## config.mk

```make
export PLATFORM = sky130hd
export DESIGN_NAME = evas_top
export DESIGN_NICKNAME = d
export VERILOG_FILES = /design/src/evas_pkg.sv /design/src/evas_calc_if.sv /design/src/evas_top.sv /design/src/evas_vec_calc.sv
export SDC_FILE = /design/constraint.sdc
export NUM_CORES = 1
export LEC_CHECK = 0
export BUFFER_PORTS_ARGS = -buffer_cell sky130_fd_sc_hd__buf_2
export CORE_MARGIN = 2
export CORE_UTILIZATION = 55
export DETAILED_ROUTE_END_ITERATION = 6
export GPL_TIMING_DRIVEN = 0
export PLACE_DENSITY = 0.81
export REMOVE_ABC_BUFFERS = 1
export SYNTH_ARGS = -nofsm -noshare
export SYNTH_HDL_FRONTEND = slang
export SYNTH_HIERARCHICAL = 1
export SYNTH_SLANG_ARGS = --single-unit
```

## constraint.sdc

```tcl
create_clock -name clk_i -period 2.6 [get_ports clk_i]
set_input_delay 0.13 -clock clk_i [delete_from_list [all_inputs] [get_ports clk_i]]
set_output_delay 0.13 -clock clk_i [all_outputs]
set_load 0.01 [all_outputs]
```

## src/evas_pkg.sv

```systemverilog
// evas_pkg: register map, field layout, reset values and vector constants
// assumes: shared by the vector select top and its address calculator
package evas_pkg;

  // ------------------------------------------------------------
  // register map (byte offsets on the plain register port)
  // ------------------------------------------------------------
  localparam int unsigned EVAS_ADDR_W = 12;
  localparam logic [11:0] EVAS_OFF_VP_SEL   = 12'h000;
  localparam logic [11:0] EVAS_OFF_RST_BASE = 12'h020;
  localparam logic [11:0] EVAS_OFF_LAST_LO  = 12'h100;
  localparam logic [11:0] EVAS_OFF_LAST_HI  = 12'h104;
  localparam logic [11:0] EVAS_OFF_LAST_INF = 12'h108;
  localparam logic [11:0] EVAS_OFF_BOOT     = 12'h680;

  // ------------------------------------------------------------
  // field layout and reset values
  // ------------------------------------------------------------
  localparam int unsigned EVAS_FLD_SEL_BEV  = 0;
  localparam int unsigned EVAS_FLD_MODE     = 1;
  localparam int unsigned EVAS_FLD_BASE_LSB = 12;
  localparam logic [31:0] EVAS_RST_WR_MASK  = 32'hFFFF_F003;
  localparam logic [31:0] EVAS_BOOT_WR_MASK = 32'hFFFF_F002;
  localparam logic [31:0] EVAS_RST_BASE_RST = 32'hBFC0_0000;
  localparam logic [31:0] EVAS_BOOT_RST     = 32'hBFC0_0000;

  // ------------------------------------------------------------
  // address forming constants
  // ------------------------------------------------------------
  localparam logic [2:0]  EVAS_LEGACY_TOP   = 3'b101;
  localparam logic [31:0] EVAS_SEXT_HI      = 32'hFFFF_FFFF;
  localparam logic [31:0] EVAS_DIRECT_PHYSICAL_WINDOW_UC_HI = 32'h9000_0000;
  localparam logic [1:0]  EVAS_EXCEPTION_BASE_REGISTER_TOP    = 2'b10;
  localparam logic [63:0] EVAS_NMI_VEC      = 64'hFFFF_FFFF_BFC0_0000;
  localparam logic [63:0] EVAS_DBG_BOOT_VEC = 64'hFFFF_FFFF_BFC0_0480;
  localparam logic [63:0] EVAS_DBG_SEG_VEC  = 64'hFFFF_FFFF_FF20_0200;
  localparam logic [63:0] EVAS_DBG_SEG_NP   = 64'hFFFF_FFFF_FF20_0000;
  localparam logic [11:0] EVAS_OFS_BEV      = 12'h200;
  localparam logic [11:0] EVAS_OFS_TLB      = 12'h000;
  localparam logic [11:0] EVAS_OFS_CERR     = 12'h100;
  localparam logic [11:0] EVAS_OFS_GEN      = 12'h180;
  localparam logic [11:0] EVAS_OFS_INT      = 12'h200;

  // ------------------------------------------------------------
  // exception classes presented by the pipeline
  // ------------------------------------------------------------
  typedef enum logic [2:0] {
    EVAS_EXC_RESET = 3'b000,
    EVAS_EXC_NMI   = 3'b001,
    EVAS_EXC_DEBUG = 3'b010,
    EVAS_EXC_TLB   = 3'b011,
    EVAS_EXC_CERR  = 3'b100,
    EVAS_EXC_INT   = 3'b101,
    EVAS_EXC_OTHER = 3'b110
  } evas_exc_e;

endpackage : evas_pkg

```

## src/evas_calc_if.sv

```systemverilog
// evas_calc_if: operands and result between the top and the calculator
// assumes: purely combinational traffic, no clock needed
`timescale 1ns/1ns
interface evas_calc_if;
  import evas_pkg::*;
  evas_exc_e   exc_type;
  logic        boot_exception_status;
  logic        exception_level;
  logic        iv;
  logic        dseg_en;
  logic        relocated_debug_vector_select;
  logic        probe;
  logic [63:0] exception_base_register;
  logic [31:0] dbg_addr;
  logic [31:0] rst_word;
  logic [31:0] boot_word;
  logic [63:0] vector;

  modport top  (output exc_type, boot_exception_status, exception_level, iv, dseg_en, relocated_debug_vector_select, probe,
                output exception_base_register, dbg_addr, rst_word, boot_word, input vector);
  modport calc (input exc_type, boot_exception_status, exception_level, iv, dseg_en, relocated_debug_vector_select, probe,
                input exception_base_register, dbg_addr, rst_word, boot_word, output vector);
endinterface : evas_calc_if

```

## src/evas_top.sv

```systemverilog
// evas_top: exception vector address select with its register file
// assumes: pipeline presents exception class and status fields each cycle,
// software uses a plain address/strobe port with read data one cycle later
//
// Local design decision: the address-and-strobe port.
`timescale 1ns/1ns
module evas_top
  import evas_pkg::*;
#(
  parameter int unsigned NUM_VP = 4,
  parameter int unsigned VP_W   = 2
) (
  // clock and reset
  input  wire logic              clk_i,
  input  wire logic              rst_b_i,
  // register port
  input  wire logic [11:0]       reg_addr_i,
  input  wire logic [31:0]       reg_wdata_i,
  input  wire logic              reg_wr_i,
  input  wire logic              reg_rd_i,
  output logic      [31:0]       reg_rdata_o,
  // pipeline exception request
  input  wire logic [2:0]        exc_type_i,
  input  wire logic              exc_take_i,
  input  wire logic [VP_W-1:0]   virtual_processor_i,
  // processor state affecting the vector
  input  wire logic              boot_exception_status_i,
  input  wire logic              exception_level_i,
  input  wire logic              interrupt_dedicated_vector_i,
  input  wire logic              debug_segment_enable_i,
  input  wire logic              relocated_debug_vector_select_i,
  input  wire logic              probe_trap_select_i,
  input  wire logic [63:0]       exception_base_register_i,
  input  wire logic [31:0]       debug_vector_address_i,
  // vector result
  output logic      [63:0]       vector_o
);

  // ------------------------------------------------------------
  // state
  // ------------------------------------------------------------
  typedef struct packed {
    logic [NUM_VP-1:0][31:0] rst_base;
    logic [31:0]             boot_base;
    logic [VP_W-1:0]         vp_sel;
    logic [63:0]             last_vec;
    logic [2:0]              last_type;
    logic [VP_W-1:0]         last_vp;
    logic [15:0]             take_cnt;
    logic [31:0]             rdata;
  } evas_state_s;

  evas_state_s st_ff;
  evas_state_s nxt_st;

  // ------------------------------------------------------------
  // address decode
  // ------------------------------------------------------------
  function automatic logic hit(input logic [11:0] addr, input logic [11:0] off);
    return addr == off;
  endfunction : hit

  logic wr_vp_sel;
  logic wr_rst;
  logic wr_boot;

  assign wr_vp_sel = reg_wr_i && hit(reg_addr_i, EVAS_OFF_VP_SEL);
  assign wr_rst    = reg_wr_i && hit(reg_addr_i, EVAS_OFF_RST_BASE);
  assign wr_boot   = reg_wr_i && hit(reg_addr_i, EVAS_OFF_BOOT);

  // ------------------------------------------------------------
  // vector calculator
  // ------------------------------------------------------------
  evas_calc_if cif ();

  assign cif.exc_type  = evas_exc_e'(exc_type_i);
  assign cif.boot_exception_status       = boot_exception_status_i;
  assign cif.exception_level       = exception_level_i;
  assign cif.iv        = interrupt_dedicated_vector_i;
  assign cif.dseg_en   = debug_segment_enable_i;
  assign cif.relocated_debug_vector_select     = relocated_debug_vector_select_i;
  assign cif.probe     = probe_trap_select_i;
  assign cif.exception_base_register     = exception_base_register_i;
  assign cif.dbg_addr  = debug_vector_address_i;
  assign cif.rst_word  = st_ff.rst_base[virtual_processor_i];
  assign cif.boot_word = st_ff.boot_base;

  evas_vec_calc u_calc (
    .cif (cif.calc)
  );

  assign vector_o = cif.vector;

  // ------------------------------------------------------------
  // next state
  // ------------------------------------------------------------
  always_comb begin
    nxt_st       = st_ff;
    nxt_st.rdata = 32'h0000_0000;
    if (wr_vp_sel) begin
      nxt_st.vp_sel = reg_wdata_i[VP_W-1:0];
    end
    if (wr_rst) begin
      nxt_st.rst_base[st_ff.vp_sel] = reg_wdata_i & EVAS_RST_WR_MASK;
    end
    if (wr_boot) begin
      nxt_st.boot_base = reg_wdata_i & EVAS_BOOT_WR_MASK;
    end
    if (exc_take_i) begin
      nxt_st.last_vec  = cif.vector;
      nxt_st.last_type = exc_type_i;
      nxt_st.last_vp   = virtual_processor_i;
      nxt_st.take_cnt  = st_ff.take_cnt + 16'h0001;
    end
    if (reg_rd_i) begin
      case (reg_addr_i)
        EVAS_OFF_VP_SEL: begin
          nxt_st.rdata = {{(32-VP_W){1'b0}}, st_ff.vp_sel};
        end
        EVAS_OFF_RST_BASE: begin
          nxt_st.rdata = st_ff.rst_base[st_ff.vp_sel];
        end
        EVAS_OFF_BOOT: begin
          nxt_st.rdata = st_ff.boot_base;
        end
        EVAS_OFF_LAST_LO: begin
          nxt_st.rdata = st_ff.last_vec[31:0];
        end
        EVAS_OFF_LAST_HI: begin
          nxt_st.rdata = st_ff.last_vec[63:32];
        end
        EVAS_OFF_LAST_INF: begin
          nxt_st.rdata = {st_ff.take_cnt, 8'h00,
                          {(5-VP_W){1'b0}}, st_ff.last_vp, st_ff.last_type};
        end
        default: begin
          nxt_st.rdata = 32'h0000_0000;
        end
      endcase
    end
  end

  // ------------------------------------------------------------
  // state register
  // ------------------------------------------------------------
  always_ff @(posedge clk_i) begin
    if (!rst_b_i) begin
      for (int i = 0; i < NUM_VP; i++) begin
        st_ff.rst_base[i] <= EVAS_RST_BASE_RST;
      end
      st_ff.boot_base <= EVAS_BOOT_RST;
      st_ff.vp_sel    <= '0;
      st_ff.last_vec  <= 64'h0000_0000_0000_0000;
      st_ff.last_type <= 3'h0;
      st_ff.last_vp   <= '0;
      st_ff.take_cnt  <= 16'h0000;
      st_ff.rdata     <= 32'h0000_0000;
    end else begin
      st_ff <= nxt_st;
    end
  end

  assign reg_rdata_o = st_ff.rdata;

endmodule : evas_top

```

## src/evas_vec_calc.sv

```systemverilog
// evas_vec_calc: combinational exception vector address calculator
// assumes: operands come stable from the top through evas_calc_if
`timescale 1ns/1ns
module evas_vec_calc
  import evas_pkg::*;
(
  // operands and result
  evas_calc_if.calc cif
);

  // ------------------------------------------------------------
  // region forming of a reset or boot base word
  // ------------------------------------------------------------
  function automatic logic [63:0] form_base(input logic [31:0] word);
    logic [63:0] v;
    v = '0;
    if (word[EVAS_FLD_MODE]) begin
      v = {EVAS_DIRECT_PHYSICAL_WINDOW_UC_HI, word[31:12], 12'h000};
    end else begin
      v = {EVAS_SEXT_HI, EVAS_LEGACY_TOP, word[28:12], 12'h000};
    end
    return v;
  endfunction : form_base

  logic [63:0] boot_vec;
  logic [63:0] rst_vec;
  logic [63:0] gen_base;
  logic [11:0] ofs;

  always_comb begin
    boot_vec = form_base(cif.boot_word);
    rst_vec  = form_base(cif.rst_word);
    gen_base = {cif.exception_base_register[63:32], EVAS_EXCEPTION_BASE_REGISTER_TOP, cif.exception_base_register[29:12], 12'h000};
    ofs      = EVAS_OFS_GEN;
    if (cif.exc_type == EVAS_EXC_TLB && !cif.exception_level) begin
      ofs = EVAS_OFS_TLB;
    end else if (cif.exc_type == EVAS_EXC_INT && cif.iv) begin
      ofs = EVAS_OFS_INT;
    end else if (cif.exc_type == EVAS_EXC_CERR) begin
      ofs = EVAS_OFS_CERR;
    end
    case (cif.exc_type)
      EVAS_EXC_RESET: begin
        cif.vector = cif.rst_word[EVAS_FLD_SEL_BEV] ? boot_vec : rst_vec;
      end
      EVAS_EXC_NMI: begin
        cif.vector = EVAS_NMI_VEC;
      end
      EVAS_EXC_DEBUG: begin
        if (!cif.dseg_en) begin
          cif.vector = cif.relocated_debug_vector_select ? {EVAS_SEXT_HI, cif.dbg_addr[31:7], 7'b000_0000}
                                 : EVAS_DBG_BOOT_VEC;
        end else begin
          cif.vector = cif.probe ? EVAS_DBG_SEG_VEC : EVAS_DBG_SEG_NP;
        end
      end
      EVAS_EXC_CERR: begin
        if (cif.boot_exception_status) begin
          cif.vector = boot_vec + {52'h0_0000_0000_0000, EVAS_OFS_BEV}
                       + {52'h0_0000_0000_0000, ofs};
        end else begin
          cif.vector = {cif.exception_base_register[63:30], 1'b1, cif.exception_base_register[28:12], ofs};
        end
      end
      default: begin
        if (cif.boot_exception_status) begin
          cif.vector = boot_vec + {52'h0_0000_0000_0000, EVAS_OFS_BEV}
                       + {52'h0_0000_0000_0000, ofs};
        end else begin
          cif.vector = gen_base + {52'h0_0000_0000_0000, ofs};
        end
      end
    endcase
  end

endmodule : evas_vec_calc

```

Word-level counts from Yosys, hierarchy flattened
Index checks and enable logic that the tools add are counted.

word-level totals
  bits in registers = 268
  latch bits = 0
  bits in writable memories = 0
  bits in read-only memories = 0
  bits of input ports = 156
  output and inout bits = 96
  logic and storage cells = 58
  memories = 0

operators by class
  add/subtract/negate cells = 4
  multiply operators = 0
  divide/modulo/power cells = 0
  magnitude comparators = 3
  eq/ne operators = 10
  shift-type cells = 0
  multiplexer cells = 20
  bitwise gates (word level) = 0
  reductions and logical operators = 10

operators by type and width
  cell                    number
  $pmux 64 s4             1
  $mux 64                 3
  $pmux 32 s6             1
  $mux 63                 3
  $add 64x12->64          2
  $bmux 32 s2             2
  $bwmux 128              1
  $mux 32                 4
  $add 64x10->64 const B  1
  $demux 32 s2            1
  $eq 12x9->1 const B     3
  $mux 12                 2
  $add 16x1->16 const B   1
  $eq 12x11->1 const B    1
  $eq 12x6->1 const B     1
  $logic_not 12->1        1
  $mux 10                 1
  $mux 8                  1
  $eq 3x2->1 const B      2
  $eq 3x3->1 const B      2
  $logic_and 1x1->1       6
  $lt 2x3->1 const B      2
  $eq 3x1->1 const B      1
  $logic_not 3->1         1
  other kinds (3)         3

Depth between registers and ports, before layout
Gate-level depths: netlist of the first run.

  depth after elaboration = 7
  mapped depth = 10
  depth with buffers taken out = 8

By module
Netlist of the first run, hierarchy kept.

by module, submodules not included
  module         times used  cells an instance  area an instance (um2)  seq. area each (um2)
  evas_top       1           1004               10199.8                 4564.4
  evas_vec_calc  1           234                1435.1                  0.0

Least setup slack after synthesis of the first run
OpenSTA, ideal clock, no wires.

  kind = input to register
  start point = input port virtual_processor_i[0]
  end point = register st_ff[100] (netlist bit)
  setup time = 0.128 ns
  arrival = 2.221 ns
  required time = 2.472 ns
  setup slack = 0.252 ns
  stages = 10
  buffers on the path = 3
  cell sequence = clkbuf_1 clkbuf_1 mux4_2 nand2b_1 nand2_1 a21o_1 clkbuf_1 o21ai_0 mux2i_1 nor2_1

on the way
  elaborated cells between the ends (all ways) = 5
  classes of those cells = mux: 5

RTL lines
  what                           RTL line             text
  start: declaration             evas_top.sv:25       input wire logic [VP_W-1:0] virtual_processor_i,
  $bmux 32 s2                    evas_top.sv:85       assign cif.rst_word = st_ff.rst_base[virtual_processor_i];
  $mux 32 (not written as such)  evas_top.sv:85
  net cif.rst_word[0]            evas_calc_if.sv:15   logic [31:0] rst_word;
  $mux 63                        evas_vec_calc.sv:44  cif.vector = cif.rst_word[EVAS_FLD_SEL_BEV] ? boot_vec : rst_vec;
  $pmux 64 s4                    evas_vec_calc.sv:42  case (cif.exc_type)
  net vector_o[47]               evas_top.sv:36       output logic [63:0] vector_o
  end signal: assignment         evas_top.sv:159      st_ff <= nxt_st;
  end: declaration               evas_top.sv:53       evas_state_s st_ff;

The timed path passes the listed nets, and every way through them passes these cells. The select of a mux whose other input is x is not followed.
A chain may end at the register's enable or synchronous reset.

Worst setup path after layout of the first run
  start point = register st_ff[183] (netlist bit)
  end point = output port vector_o[48]

on the way
  cells in the longest elaborated chain, start to end = 4

RTL lines
  what                           RTL line
  $bmux 32 s2                    evas_top.sv:85
  $mux 32 (not written as such)  evas_top.sv:85
  net cif.rst_word[0]            evas_calc_if.sv:15
  $mux 63                        evas_vec_calc.sv:44
  $pmux 64 s4                    evas_vec_calc.sv:42
  end: declaration               evas_top.sv:36

The timed path passes the listed nets, and every way through them passes these cells. The select of a mux whose other input is x is not followed.

==> reports/qor.txt, run 1 <==
Cell count after synthesis: 1237
Die Width: 149.4 um
GR Overflow Total: 0
Crit-path cells: mux4_2 -> buf_4 -> nand2_1 -> nand2_4 -> a21o_4 -> o21ai_1 -> buf_2
Initial Utilization: 55.68%
Worst reg2reg path startpoint: st_ff[118]$_SDFFE_PN0P_
Longest Clk Path Bufs: 3
Final min period: 2653 ps
Critical Path Source Type: flop
Status: finished, violations left
# IOs: 252
CP endpoint kind: primary output
Cell leakage power: 5.661 nW
CTS buffer count: 24
ANT cells: 0
Max VDD drop: 0.0004508 V
Int Power: 0.006089 W
Reg area: 4571 um^2
Clk root buf: clkbuf_16
Final cell count without fillers: 1677
Count of final max-slew check failures: 0
Clk_lat worst skew: 520 ps
Final Skew: 11.04 ps
# setup viols final: 23
Crit path max fanout: 8
Layout cell share with drive strength beyond 1: 25.89%
Net Sw Frac: 24.87%
Critical Path AT: 2520 ps
Multi-input logic area: 6420 um^2
TritonCTS clock tree: done
Vias per cell: 6.373
H-tree Lvls: 1
Final period utilization: 102.0%
Worst Setup SP: st_ff[183]$_SDFFE_PN0P_
Residual DRC count: 0
Clock-pin slew on the worst setup and hold paths: 60 ps
Net Switching: 0.002015 W
Post-route ant nets: 0
Chip height: 149.4 um
Fmax achieved: 376.9 MHz
Drt initial violations: 1134
FP Rows: 53
Ys Warns: 6
Slowest-stage cell, CP: mux4_2
Max_cap viols: 0
RSZ-0062 raised after global routing: true
Combinational share of power: 10.6%
Port Buffers: 215
Setup TNS: -645.4 ps
Pwr dens: 589.1 nW/um^2
Syn Std Cell Area: 11630 um^2
Drt wl/cell: 22.27 um
Hold path startpoint: exception_base_register_i[60]
Fin nets: 1542
Violated checks: negative hold slack, negative setup slack
Cells after DPL: 1601
Tightest Pin Transition: 1480 ps
CP bufs+invs: 2
Die area: 22330 um^2
Dpl hpwl: 23050 um
Worst Path Required: 2470 ps
Hold Path Class: input pin to flop
Crit-path leading delay family: multiplexers
Hold Slack: -13.30 ps
First-pass GRT wire length: 54270 um
Power consumption: 0.008105 W
Antenna violations before repair: 0
Worst Setup Slack, final: -53.16 ps
Syn_area_per_cell: 9.403 um^2
Worst path max stage delay: 530 ps
Layout area overhead: 18.29%
RD Place Congestion: 0.8946
Sinks on the clock net: 228
Clock network fraction of total power: 44.8%
Largest net degree at the start of global routing: 88
CP Class: flop to primary output
Initial DRT Pass Iterations: 6
All-Layer GR Usage: 31.20%
Vias: 10690
Final wirelength: 37350 um
Final Hold Violating Endpoints: 1
Number of global-route vias before repair: 10020
Sequential power share: 44.6%
Placeable Area: 20890 um^2
Relative slew slack: 1.337%
Fill count: 1613
-- layout by cell type (no fill, tap or decap), types with 8 or more instances in the layout --
cell / count
inv_1: 8
o21ai_0: 23
mux4_2: 45
a22oi_1: 51
o221ai_1: 12
mux2i_1: 192
nand3_1: 38
xnor2_1: 9
nand2_1: 98
dfxtp_1: 223
o21ai_1: 38
buf_2: 211
clkbuf_16: 24
dlygate4sd3_1: 25
a21oi_1: 46
a22o_1: 19
nor2_1: 175
-- cell type report --
type | count | area share (%)
Timing Repair Buffer | 254 | 11.19
Clock inverter | 9 | 0.9549
Tap cell | 275 | 2.501
Clock buffer | 35 | 5.175
Sequential cell | 228 | 33.22
Inverter | 10 | 0.2910
Multi-Input combinational cell | 866 | 46.66
-- path summary, 6_finish.rpt --
kind	depth (start not counted)	slack, ps	to
setup / recovery	7	-50	vector_o[48]
hold / removal	4	-10	st_ff[113]$_SDFFE_PN0P_
setup reg to reg	2	360	st_ff[208]$_SDFFE_PN1P_
hold reg to reg	2	470	st_ff[233]$_SDFFE_PN0P_
-- sequential cells by signal (all words and copies together), names as in the netlist --
| signal | flops |
|---|---|
| st_ff | 175 |
| reg_rdata_o | 32 |
| cif.boot_word | 21 |
-- repair_timing --
item,4_1_cts,5_1_grt
setup buffers,3,0
pin swaps,0,5
hold buffers,25,0
resized for setup,8,38
endpoints found under the hold margin,103,0
setup endpoints to repair,72,36
cloned,1,3
-- stage by stage --
stage	util [%]	instance area [um^2]	worst slack, ps
after floorplan	-	10870	-868.4
after detailed placement	59.77	12480	-1079
after CTS	65.35	13650	-21.08
final	65.86	13760	-53.16
after global placement	58.83	12290	-2602
after global routing	65.86	13760	-56.64
-- layer usage --
metal | wire length (um) | vias to the layer above | global-route usage [%] | share of wire, %
met5 | 0 | - | 0 | 0
met4 | 2192 | 0 | 17.14 | 5.9
met3 | 4137 | 198 | 6.311 | 11
met2 | 17220 | 762 | 50.80 | 46
li1 | - | 4726 | - | -
met1 | 13810 | 5002 | 38.89 | 37
-- worst min-delay path, delay by kind of cell --
| family | cells | cell delay, ps |
|---|---|---|
| muxes | 1 | 70 |
| buffers and inverters | 1 | 70 |
| and+or+nand+nor | 2 | 200 |
-- power by group through the flow --
stage               logic, W  clock network [W]  registers, W
global route        0.000910            0.00380       0.00362
floorplan           0.000362                  0       0.00368
finish              0.000858            0.00363       0.00362
CTS                 0.000805            0.00365       0.00361
global placement    0.000751                  0       0.00369
detailed placement  0.000767                  0       0.00369
Power figures use the tool's default switching activity.
==> run 2, diff against run 1 <==
CORE_UTILIZATION = 24   (was 55)
PLACE_DENSITY = unset   (was 0.81)
SYNTH_HIERARCHICAL = unset   (was 1)
==> reports/qor.txt, run 2 <==
Final min period: 2529 ps (-124.6 ps)
Critical Path AT: 2400 ps (-120 ps)
Max VDD drop: 0.0004432 V (-1.7%)
First-pass GRT wire length: 62960 um (+16%)
Most frequent cells in the layout: dfxtp_1 (219), buf_2 (211), nand2_1 (210), mux2i_1 (140), o21ai_0 (95)
# IOs: 252 (unchanged)
CP endpoint kind: primary output
Worst Path Required: 2470 ps (about the same)
Initial Utilization: 24.16% (-32 points)
Yosys reg bits: 221
Syn Std Cell Area: 11180 um^2 (-3.9%)
Largest net degree at the start of global routing: 86 (-2.3%)
Clk_lat worst skew: 550 ps (+30 ps)
Final core occ: 31.50% (-34 points)
Syn_area_per_cell: 9.028 um^2 (-4.0%)
Top reg by flops: st_ff
Chip height: 219.8 um (+47%)
Hold Path Class: input pin to flop
RD Place Congestion: 0.7939 (-11%)
Critical Path Source Type: flop
Layout area overhead: 30.39%
Pwr dens: 584.1 nW/um^2 (-0.84%)
Post-synth top area share: 39.58%
RSZ-0062 raised after global routing: true
Met1 WL: 19540 um (+42%)
Crit path max fanout: 15 (+7)
Drt wl/cell: 21.24 um (-4.6%)
Leading cell type by number of instances after synthesis: dfxtp_1
CP Class: flop to primary output
Highest metal used: met5
All-Layer GR Usage: 17.52% (-14 points)
Synth Flop Type: dfxtp_1
Placeable Area: 46260 um^2 (+120%)
Max_cap viols: 0 (unchanged)
Status: finished, final reports clean
Dominant cell type by area after synthesis: dfxtp_1
Drt initial violations: 885 (-22%)
Largest register FFs: 168 (-4.0%)
Fill count: 4812 (+200%)
Commonest non-fill, non-tap cell in the layout: dfxtp_1
Final Skew: 15.78 ps (+4.735 ps)
Library cells used by synthesis: 61
Die area: 48310 um^2 (+120%)
Initial DRT Pass Iterations: 7 (+1)
Count of final max-slew check failures: 0 (unchanged)
Vias: 10390 (-2.8%)
Seq/Total Area, Yosys: 39.58%
Port Buffers: 215 (unchanged)
GR Overflow Total: 0 (unchanged)
Power consumption: 0.008513 W (+5.0%)
Tightest Pin Transition: 1160 ps (-319.9 ps)
Longest Clk Path Bufs: 3 (unchanged)
Antenna violations before repair: 6 (+6)
Ys Warns: 0 (-6)
CTS buffer count: 28 (+17%)
Final wirelength: 44190 um (+18%)
Final cell count without fillers: 2080 (+24%)
DR WL met2: 19630 um (+14%)
Met3 wire len: 3259 um (-21%)
Post-route ant nets: 0 (unchanged)
Clock-pin slew on the worst setup and hold paths: 60 ps (about the same)
Clk root buf: clkbuf_16
Die Width: 219.8 um (+47%)
Final period utilization: 97.25% (-4.8 points)
Cell count after synthesis: 1238 (+0.081%)
Vias per cell: 4.993 (-22%)
Dpl hpwl: 29490 um (+28%)
Synth top area cells: dfxtp_1 (40%), mux2i_1 (13%), nand2_1 (7.2%)
H-tree Lvls: 1 (unchanged)
# setup viols final: 0 (-100%)
Hold Slack: 11.12 ps (+24.42 ps)
Number of global-route vias before repair: 10160 (+1.4%)
Top cells by instance count after synthesis: dfxtp_1 (221), nand2_1 (213), mux2i_1 (140)
TritonCTS clock tree: done
Cell leakage power: 5.691 nW (+0.52%)
Ys async rst share: 0%
EDFF count, synth: 0
Setup TNS: 0 ps (+645.4 ps)
Final Hold Violating Endpoints: 0 (-1)
Fmax achieved: 395.5 MHz (+4.9%)
Cells after DPL: 1941 (+21%)
Layout cell share with drive strength beyond 1: 26.85% (+0.96 points)
Residual DRC count: 0 (unchanged)
Relative slew slack: 22.66% (+21 points)
Fin nets: 1607 (+4.2%)
Sinks on the clock net: 221 (-3.1%)
FP Rows: 79 (+49%)
[run 2: cell types whose count changed in the layout (fill, tap and decap cells not counted), sizes merged, moves of 21 or more]
cell and delta:
a222oi +21, a22oi -41, a31oi +37, dlygate4sd3 +46, mux2 +21, mux2i -52, nand2 +112, nor2 -88
o21ai +30
[run 2: cell type report]
type / instances / area, um^2 / share of cell area (%)
Sequential cell: 221 / 4427 / 30.37
Antenna cell: 2 / 5.005 / 0.03434
Clock buffer: 37 / 795.8 / 5.460
Clock inverter: 15 / 170.2 / 1.168
Tap cell: 607 / 759.5 / 5.211
Inverter: 9 / 36.28 / 0.2490
Timing Repair Buffer: 317 / 2268 / 15.56
Multi-Input combinational cell: 872 / 6112 / 41.94
[run 2: layer usage]
metal / vias to the layer above / global-route usage [%]
met2: 462 / 28.02
met4: 10 / 7.405
li1: 4844 / -
met3: 96 / 3.285
met5: - / 0
met1: 4973 / 23.07
[run 2: critical path, cell delays in order, from the launching register on]
cell	delay, ps
dfxtp_1	330
mux4_2	580
buf_4	290
mux2i_1	160
o221ai_1	260
buf_2	220
[run 2: timing repair]
item	CTS	global route
pin swaps	1	7
hold buffers	71	0
buffers inserted	5	5
gates resized for setup	14	6
endpoints found under the hold margin	145	0
cloned	2	2
setup endpoints to repair	132	45
[run 2: through the flow]
step | cell area, um^2 | setup WS, ps
6_report | 14570 | 71.42
4_1_cts | 14470 | 3.890
2_1_floorplan | 10430 | -1208
5_1_grt | 14570 | -11.29
3_5_place_dp | 12690 | -1130
3_3_place_gp | 12270 | -9766
[run 2: final timing paths]
path / slack, ps / cells after the start / from / to
setup / recovery: 70 / 5 / st_ff[247]$_SDFFE_PN0P_ / vector_o[26]
hold / removal: 10 / 4 / exception_base_register_i[60] / st_ff[113]$_SDFFE_PN0P_
setup reg to reg: 80 / 8 / st_ff[247]$_SDFFE_PN0P_ / st_ff[97]$_SDFFE_PN0P_
hold reg to reg: 460 / 2 / st_ff[97]$_SDFFE_PN0P_ / reg_rdata_o[12]$_SDFF_PN0_
[run 2: where the power goes]
part / internal (W) / leakage, nW / switching, W
combinational: 0.000390 / 3.42 / 0.000552
clock: 0.00246 / 0.475 / 0.00161
sequential: 0.00346 / 1.80 / 0.0000443
total: 0.00631 / 5.69 / 0.00220
[run 2: logic make-up (layout without fill, tap and decap cells)]
family / Yosys count / count (layout) / synth area share (%)
DFF: 221 / 221 / 39.58
adders and majority gates: 2 / 2 / 0.2239
and+or+nand+nor: 382 / 384 / 14.87
xor gates and xnor gates: 11 / 11 / 0.8620
other: 1 / 9 / 0.03355
muxes: 199 / 199 / 21.81
buffers and inverters: 154 / 378 / 7.153
AOI/OAI and AO/OA: 268 / 269 / 15.47
